--- src/rtl/fwps_pkg.sv ---
/*
 * package of the flash write-protect and status block: instruction codes,
 * status field positions, reset values, power-up delay.
 * assumes a 50 MHz ref_clk.
 */
package fwps_pkg;

   // ************************************************************
   // instruction codes
   // ************************************************************
   localparam logic [7:0] FWPS_OP_WREN    = 8'h06;
   localparam logic [7:0] FWPS_OP_WRDI    = 8'h04;
   localparam logic [7:0] FWPS_OP_RDSR1   = 8'h05;
   localparam logic [7:0] FWPS_OP_RDSR2   = 8'h35;
   localparam logic [7:0] FWPS_OP_WRSR    = 8'h01;
   localparam logic [7:0] FWPS_OP_PP      = 8'h02;
   localparam logic [7:0] FWPS_OP_QPP     = 8'h32;
   localparam logic [7:0] FWPS_OP_SE      = 8'h20;
   localparam logic [7:0] FWPS_OP_BE32    = 8'h52;
   localparam logic [7:0] FWPS_OP_BE64    = 8'hD8;
   localparam logic [7:0] FWPS_OP_CE      = 8'hC7;
   localparam logic [7:0] FWPS_OP_SECERS  = 8'h44;
   localparam logic [7:0] FWPS_OP_SECPRG  = 8'h42;
   localparam logic [7:0] FWPS_OP_SUSPEND = 8'h75;
   localparam logic [7:0] FWPS_OP_PDOWN   = 8'hB9;
   localparam logic [7:0] FWPS_OP_RELPD   = 8'hAB;
   localparam logic [7:0] FWPS_OP_PFX_A   = 8'hAA;
   localparam logic [7:0] FWPS_OP_PFX_B   = 8'h55;

   // ************************************************************
   // status field positions and reset values
   // ************************************************************
   localparam int         FWPS_BIT_BUSY   = 0;
   localparam int         FWPS_BIT_WEL    = 1;
   localparam int         FWPS_BIT_BP_LO  = 2;
   localparam int         FWPS_BIT_TB     = 6;
   localparam int         FWPS_BIT_SRP    = 7;
   localparam logic [3:0] FWPS_BP_RST     = 4'h0;
   localparam logic       FWPS_TB_RST     = 1'b0;
   localparam logic       FWPS_CMP_RST    = 1'b0;
   localparam logic       FWPS_SRP_RST    = 1'b0;

   // ************************************************************
   // timing
   // ************************************************************
   localparam int FWPS_CLK_MHZ     = 50;
   localparam int FWPS_TPU_US      = 1;
   localparam int FWPS_TPU_CYC     = FWPS_TPU_US * FWPS_CLK_MHZ;
   localparam int FWPS_OP_CYC      = 16;

   // ************************************************************
   // types
   // ************************************************************
   typedef enum logic [1:0] {FWPS_IF_SPI, FWPS_IF_DUAL, FWPS_IF_QUAD, FWPS_IF_QPI} fwps_ifmode_t;

   typedef struct packed {
      logic       status_protect_bit;
      logic       top_bottom_select;
      logic [3:0] block_protect_level;
      logic       write_enable_latch;
      logic       busy;
   } fwps_status_t;

   typedef struct packed {
      logic       valid;
      logic [7:0] opcode;
      logic [7:0] data1;
      logic [7:0] data2;
   } fwps_cmd_t;

endpackage : fwps_pkg

--- src/rtl/fwps_core.sv ---
/*
 * write-protect and status control of a serial flash: latch, busy,
 * block protect, status protect and lock-down, power-down, power-up delay.
 * assumes a decoder on ref_clk presents each whole instruction as one
 * cmd pulse; wp_n_pin and sclk_pin are asynchronous pins.
 */
// Operation
// - while power-on reset holds, all operations stop and nothing is recognised.
// - after reset, write enable, program, erase, status write refused for delay.
// - power-up leaves the write-enable latch at zero.
// - program, erase and status write need the latch set first.
// - write enable sets the latch at status bit one.
// - write disable or finished program, erase, status write clears latch.
// - busy at bit zero is one during an operation, zero after.
// - while busy only read status and suspend are taken.
// - in power-down only release power-down is taken.
// - four block-protect bits pick protected part; default nothing protected. here any non-zero value protects the whole array.
// - top/bottom zero protects from top, one from bottom; default zero. here it only drives array_write_top and plays no part in the protection check.
// - complement bit, default zero, inverts the chosen protection.
// - lock and protect zero: pin ignored, status writes need only latch.
// - lock zero, protect one, pin low: status writes blocked.
// - lock zero, protect one, pin high: status writes accepted with latch.
// - lock one refuses status writes until next power cycle.
// - permanent lock only after the two-byte prefix; then writes refused forever. here only status writes are refused, and rst clears the lock.
// - pin gates status writes only in standard and dual mode.
// - lock bit returns to zero after a power cycle.
`timescale 1ns/1ns
module fwps_core
   import fwps_pkg::*;
#(
   parameter int TPU_CYCLES = FWPS_TPU_CYC,
   parameter int OP_CYCLES  = FWPS_OP_CYC
) (
   // clock and power-on reset
   input  wire logic         ref_clk,
   input  wire logic         rst,
   // pins
   input  wire logic         wp_n_pin,
   input  wire logic         sclk_pin,
   // decoded instruction
   input  wire fwps_cmd_t    cmd,
   input  wire fwps_ifmode_t if_mode,
   // status read-back and answers
   output logic [7:0]        status_one,
   output logic [7:0]        status_two,
   output logic              cmd_taken,
   output logic              cmd_refused,
   // array write gate, power-down, lock and serial clock edge
   output logic              array_write_go,
   output logic              array_write_top,
   output logic              power_down,
   output logic              otp_locked,
   output logic              sclk_rise
);

   if (TPU_CYCLES < 1 || OP_CYCLES < 1) begin : g_bad_cycles
      $error("fwps_core: cycle counts must be at least one");
   end

   // ************************************************************
   // pin synchronisers
   // ************************************************************
   logic [1:0] wp_sync_q;
   logic [2:0] sclk_sync_q;

   always_ff @(posedge ref_clk or posedge rst) begin
      if (rst) begin
         wp_sync_q   <= 2'b00;
         sclk_sync_q <= 3'b000;
      end else begin
         wp_sync_q   <= {wp_sync_q[0], wp_n_pin};
         sclk_sync_q <= {sclk_sync_q[1:0], sclk_pin};
      end
   end

   logic wp_n_s;
   assign wp_n_s = wp_sync_q[1];

   always_ff @(posedge ref_clk or posedge rst) begin
      if (rst) sclk_rise <= 1'b0;
      else     sclk_rise <= sclk_sync_q[1] & ~sclk_sync_q[2];
   end

   // ************************************************************
   // power-up write delay
   // ************************************************************
   localparam int TPW = $clog2(TPU_CYCLES + 1);
   logic [TPW-1:0] pu_cnt_q;
   logic           pu_done;

   always_ff @(posedge ref_clk or posedge rst) begin
      if (rst)
         pu_cnt_q <= '0;
      else if (!pu_done)
         pu_cnt_q <= pu_cnt_q + TPW'(1);
   end
   assign pu_done = (pu_cnt_q == TPW'(TPU_CYCLES));

   // ************************************************************
   // instruction classes
   // ************************************************************
   logic [7:0] op;
   logic       is_wren, is_wrdi, is_wrsr, is_arr, is_sec, is_rdsr, is_susp;
   assign op      = cmd.opcode;
   assign is_wren = op == FWPS_OP_WREN;
   assign is_wrdi = op == FWPS_OP_WRDI;
   assign is_wrsr = op == FWPS_OP_WRSR;
   assign is_arr  = op == FWPS_OP_PP || op == FWPS_OP_QPP || op == FWPS_OP_SE
                 || op == FWPS_OP_BE32 || op == FWPS_OP_BE64 || op == FWPS_OP_CE;
   assign is_sec  = op == FWPS_OP_SECERS || op == FWPS_OP_SECPRG;
   assign is_rdsr = op == FWPS_OP_RDSR1 || op == FWPS_OP_RDSR2;
   assign is_susp = op == FWPS_OP_SUSPEND;

   // ************************************************************
   // state and gating
   // ************************************************************
   logic       wel_q, busy_q, pd_q, srl_q, otp_q, pfx_a_q, pfx_ok_q;
   logic       srp_q, tb_q, cmp_q;
   logic [3:0] bp_q;
   localparam int OCW = $clog2(OP_CYCLES + 1);
   logic [OCW-1:0] op_cnt_q;
   logic       op_is_sr_q, op_done;
   logic [7:0] sr_new_q;
   logic       sr_new_cmp_q;

   logic seen, wr_class, allowed, sr_ok, wp_counts, arr_prot, start;

   // nothing recognised during power-down except release, nor while busy except read status and suspend
   assign seen = cmd.valid
              && (!pd_q || op == FWPS_OP_RELPD)
              && (!busy_q || is_rdsr || is_susp);

   assign wr_class  = is_wren || is_wrsr || is_arr || is_sec;
   assign wp_counts = (if_mode == FWPS_IF_SPI || if_mode == FWPS_IF_DUAL);

   always_comb begin
      sr_ok = 1'b1;
      if (otp_q || srl_q)
         sr_ok = 1'b0;
      else if (srp_q && wp_counts && !wp_n_s)
         sr_ok = 1'b0;
   end

   // protected-range choice: any non-zero bp protects the whole array, then complement; top/bottom unused
   assign arr_prot = ((bp_q != FWPS_BP_RST)) ^ cmp_q;

   always_comb begin
      allowed = 1'b1;
      if (wr_class && !pu_done)
         allowed = 1'b0;
      else if ((is_wrsr || is_arr || is_sec) && !wel_q)
         allowed = 1'b0;
      else if (is_wrsr && !sr_ok)
         allowed = 1'b0;
      else if (is_arr && arr_prot)
         allowed = 1'b0;
   end

   assign start = seen && allowed && (is_wrsr || is_arr || is_sec);

   always_ff @(posedge ref_clk or posedge rst) begin
      if (rst) begin
         cmd_taken   <= 1'b0;
         cmd_refused <= 1'b0;
      end else begin
         cmd_taken   <= seen && allowed;
         cmd_refused <= cmd.valid && !(seen && allowed);
      end
   end

   // ************************************************************
   // operation timer and busy
   // ************************************************************
   assign op_done = busy_q && (op_cnt_q == OCW'(1));

   always_ff @(posedge ref_clk or posedge rst) begin
      if (rst) begin
         busy_q     <= 1'b0;
         op_cnt_q   <= '0;
         op_is_sr_q <= 1'b0;
      end else if (start) begin
         busy_q     <= 1'b1;
         op_cnt_q   <= OCW'(OP_CYCLES);
         op_is_sr_q <= is_wrsr;
      end else if (busy_q) begin
         op_cnt_q <= op_cnt_q - OCW'(1);
         if (op_done)
            busy_q <= 1'b0;
      end
   end

   // ************************************************************
   // write-enable latch
   // ************************************************************
   always_ff @(posedge ref_clk or posedge rst) begin
      if (rst)
         wel_q <= 1'b0;
      else if (seen && allowed && is_wren)
         wel_q <= 1'b1;
      else if ((seen && is_wrdi) || op_done)
         wel_q <= 1'b0;
   end

   // ************************************************************
   // power-down
   // ************************************************************
   always_ff @(posedge ref_clk or posedge rst) begin
      if (rst)
         pd_q <= 1'b0;
      else if (seen && op == FWPS_OP_PDOWN)
         pd_q <= 1'b1;
      else if (seen && op == FWPS_OP_RELPD)
         pd_q <= 1'b0;
   end

   // ************************************************************
   // one-time-lock prefix tracking
   // ************************************************************
   always_ff @(posedge ref_clk or posedge rst) begin
      if (rst) begin
         pfx_a_q  <= 1'b0;
         pfx_ok_q <= 1'b0;
      end else if (seen) begin
         pfx_a_q  <= op == FWPS_OP_PFX_A;
         pfx_ok_q <= pfx_a_q && op == FWPS_OP_PFX_B
                  || pfx_ok_q && !is_wrsr && !is_arr;
      end
   end

   // ************************************************************
   // status register contents
   // ************************************************************
   always_ff @(posedge ref_clk or posedge rst) begin
      if (rst) begin
         sr_new_q     <= 8'h00;
         sr_new_cmp_q <= 1'b0;
      end else if (start && is_wrsr) begin
         sr_new_q     <= cmd.data1;
         sr_new_cmp_q <= cmd.data2[6];
      end
   end

   always_ff @(posedge ref_clk or posedge rst) begin
      if (rst) begin
         bp_q  <= FWPS_BP_RST;
         tb_q  <= FWPS_TB_RST;
         cmp_q <= FWPS_CMP_RST;
         srp_q <= FWPS_SRP_RST;
         srl_q <= 1'b0;
      end else if (op_done && op_is_sr_q) begin
         bp_q  <= sr_new_q[FWPS_BIT_BP_LO +: 4];
         tb_q  <= sr_new_q[FWPS_BIT_TB];
         cmp_q <= sr_new_cmp_q;
         srp_q <= sr_new_q[FWPS_BIT_SRP];
         srl_q <= sr_new_q[0];
      end
   end

   // permanent lock survives the power-on reset of this logic only in concept
   always_ff @(posedge ref_clk or posedge rst) begin
      if (rst)
         otp_q <= 1'b0;
      else if (start && is_wrsr && pfx_ok_q && cmd.data1[0])
         otp_q <= 1'b1;
   end

   // ************************************************************
   // outputs
   // ************************************************************
   always_ff @(posedge ref_clk or posedge rst) begin
      if (rst) begin
         status_one      <= 8'h00;
         status_two      <= 8'h00;
         array_write_go  <= 1'b0;
         array_write_top <= 1'b0;
         power_down      <= 1'b0;
         otp_locked      <= 1'b0;
      end else begin
         status_one      <= {srp_q, tb_q, bp_q, wel_q, busy_q};
         status_two      <= {1'b0, cmp_q, 5'h00, srl_q};
         array_write_go  <= start && is_arr;
         array_write_top <= ~tb_q;
         power_down      <= pd_q;
         otp_locked      <= otp_q;
      end
   end

endmodule : fwps_core

--- config.mk ---
export PLATFORM = sky130hd
export DESIGN_NAME = fwps_core
export DESIGN_NICKNAME = d
export VERILOG_FILES = /design/src/rtl/fwps_pkg.sv /design/src/rtl/fwps_core.sv
export SDC_FILE = /design/constraint.sdc
export NUM_CORES = 1
export LEC_CHECK = 0
export BUFFER_PORTS_ARGS = -buffer_cell sky130_fd_sc_hd__buf_4
export CELL_PAD_IN_SITES_DETAIL_PLACEMENT = 1
export CELL_PAD_IN_SITES_GLOBAL_PLACEMENT = 2
export CORE_AREA = 2 2 90 92
export CTS_BUF_LIST = sky130_fd_sc_hd__clkbuf_4 sky130_fd_sc_hd__clkbuf_8
export CTS_CLUSTER_DIAMETER = 150
export CTS_CLUSTER_SIZE = 10
export DETAILED_ROUTE_END_ITERATION = 8
export DIE_AREA = 0 0 92 94
export HOLD_SLACK_MARGIN = 0.02
export MAX_ROUTING_LAYER = met4
export PLACE_DENSITY_LB_ADDON = 0.1
export REMOVE_ABC_BUFFERS = 1
export SLEW_MARGIN = 20
export SYNTH_ARGS = -nofsm -noshare
export SYNTH_HDL_FRONTEND = slang
export SYNTH_SLANG_ARGS = --single-unit
--- constraint.sdc ---
create_clock -name ref_clk -period 2 [get_ports ref_clk]
set_input_delay 0.6 -clock ref_clk [delete_from_list [all_inputs] [get_ports ref_clk]]
set_output_delay 0.6 -clock ref_clk [all_outputs]
set_load 0.01 [all_outputs]
==> run metrics <==
syn avg cell area 12.2 sq um; Cell Count, Final, Fillers Out 399; Final Wtd Congestion just under 0.8; Final Power 2.50 mW; count leader, synth dfrtp_1; placed instance count 383; Synth cell types 51; CTS Root Cell clkbuf_8; Sink Count 56; Port Buf Inserts 38; max cap viols 0; Combinational Power Share between 20 and 25%; commonest register cell after synthesis dfrtp_1; Hold Vio Cnt, Final 0; post-DP HPWL 4360 um; CP arrival about 2.5 ns; NetSw about 740 uW; GRT Total Usage 15.0%; TritonCTS clock tree done; CTS Buffer Depth 2; final worst path period share 113%; Worst EP required 2.20 ns; Row Count 32; routed vias around 1900; synthesis-stage register bit count 56; clock network power share 26.0%; sequential share of power 51.8%; Boundary Pins 54; worst hold-check path type in -> async; Setup Viol. Count Final 12; Worst Clk Skew 0.00468 ns; post-route ant nets 0; area delta synth->final 40.8%; Vias/cell 4.73; WS Path Type in -> reg; CP endpoint kind flip-flop; Static Leakage between 1.5 and 2 nW; initial core utilization 32.6%; Clock transition at path regs 0.10 ns; status finished, violations left; ANT cells 0; initial antenna violation count 0; routed len/inst 14.7 um; Yosys top cell area share 56.5%; Yosys top cell by area dfrtp_1; Synth Cell Area 2480 sq um; P_int 1.76 mW; Setup TNS -2.36 ns; failing checks setup timing; Ys Warns 0; fin area 3490 sq um; Pwr per Cell Area 717 nW/um^2; CTS buffer count 5; post-route minimum period approximately 2.3 ns; layout cell share with drive strength beyond 1 about 46%; first-pass GRT wire length just under 10000 um; Placed Area 3190 sq um; vias in the first global route 2011; clock latency on the worst-skew pair around 0.31 ns; nets 331; maximum vdd ir drop between 0.3 and 0.4 mV; die height 94 um; asr flop ratio synth 100%; most frequent cells after synthesis dfrtp_1 (56), inv_1 (9), nand2_1 (9), xnor2_1 (9); Fmax achieved 0.441 GHz; DR iter-0 viols 47; drt first pass iters 3; Synth area leaders dfrtp_1 (57%), mux2_4 (4.8%), mux2_2 (3.6%), xnor2_1 (3.2%), ha_1 (2.0%); largest net degree at the start of global routing 20; final wirelength ~5800 um; setup ws final -0.268 ns; sequential fraction of the synthesis area 56.5%; Final Slew Violations 0; core box area between 7000 and 8000 sq um; Die X 92 um; reg2reg setup slack -0.03 ns; CP max FO 5; Worst setup SP type input port; CTS Hold Bufs 0; Synth Instances 204; Fin Hold WS 0.221 ns; RSZ-0062 raised after global routing yes; number of synthesized flops with an enable pin 0; net switching fraction of the power 29.6%; H-tree depth 2; die area 8650 sq um; DRC Markers 0; GRT Residual Overflow 0
through the flow:
| step | utilization (%) | setup WS [ns] |
|---|---|---|
| final | 45.9 | -0.268 |
| after global routing | 45.9 | -0.298 |
| after CTS | 44.7 | -0.267 |
| after detailed placement | 42.0 | -0.745 |
| after global placement | 42.0 | -0.724 |
| after floorplan | - | -0.639 |
worst max-delay path: stages:
cell and delay (ns):
buf_6 0.09, or4_4 0.53, or4_4 0.44, or3_4 0.36
buf_6 0.15, mux2_4 0.29
area by class of cell:
type                            instances  area [sq um]
Clock buffer                            5          68.8
Clock inverter                          3          27.5
Fill cell                             842          4120
Inverter                                9          33.8
Multi-Input combinational cell        131          1090
Sequential cell                        56          1400
Tap cell                              102           128
Timing Repair Buffer                   93           742
cell families (layout without fill, tap and decap cells):
group,count (synthesis),after routing,synth area share [%]
AO/OA/AOI/OAI,32,32,9.29
XOR/XNOR,13,13,4.59
adder cells (fa/ha/maj),4,4,2.02
buffers and inverters,22,110,4.69
flip-flops,56,56,56.5
multiplexers,17,17,8.88
other,1,6,0.151
AND/OR/NAND/NOR,59,59,13.8
power by group through the flow:
stage               combinational [mW]  sequential (mW)  clock [mW]
global placement                 0.458             1.31           0
floorplan                        0.213             1.31           0
finish                           0.555             1.30       0.651
global route                     0.628             1.31       0.717
CTS                              0.518             1.29       0.676
detailed placement               0.469             1.31           0
metal layers:
layer	wire length [um]	vias up	global-route usage [%]
met3	213	8	2.73
met2	2890	41	25.6
met5	0	-	-
li1	-	901	-
met1	2660	939	18.9
met4	82	0	3.36
final timing paths:
kind | start | end | cells past startpoint
max in group asynchronous | rst | status_one[1]$_DFF_PP0_ | 3
worst max register to register | pu_cnt_q[2]$_DFFE_PP0N_ | sr_new_q[6]$_DFFE_PP0P_ | 6
worst min register to register | sclk_sync_q[0]$_DFF_PP0_ | sclk_sync_q[1]$_DFF_PP0_ | 0
worst min-delay path | rst | sclk_rise$_DFF_PP0_ | 2
worst max-delay path | cmd[20] | sr_new_q[6]$_DFFE_PP0P_ | 6
min in group ref_clk | sclk_sync_q[0]$_DFF_PP0_ | sclk_sync_q[1]$_DFF_PP0_ | 0
registers in the layout (all words and copies together) (netlist names), 2 cells and up:
register and cells:
status_two 2, sr_new_q 7, sclk_sync_q 3, status_one 8
op_cnt_q 5, wp_sync_q 2, pu_cnt_q 6, bp_q 4
placed cells by master, fill, tap and decap left out, types with 2 or more instances in the layout:
master    count
a21oi_2       4
buf_4        82
ha_1          4
nand2b_1      4
nand3_1       7
mux2_2        8
inv_1         8
or3_1         3
conb_1        6
nor3b_1       3
and3_1        2
nor4_1        5
buf_6         9
a21o_1        2
nand2_1       9
nor2_1        4
xnor2_1       9
or4_4         2
dfrtp_1      56
mux2_4        8
nor2b_1       2
xor2_1        4
a31oi_1       2
o21ai_0       3
or2_4         2
a21oi_1       2
clkbuf_8      5
a32o_1        2
nor3_1        6
repair_timing:
action,4_1_cts,5_1_grt
buffers inserted,2,4
setup endpoints to repair,18,20
resized for setup,16,16
cloned,2,0
pin swaps,8,3
(Power assumes the default switching activity.)
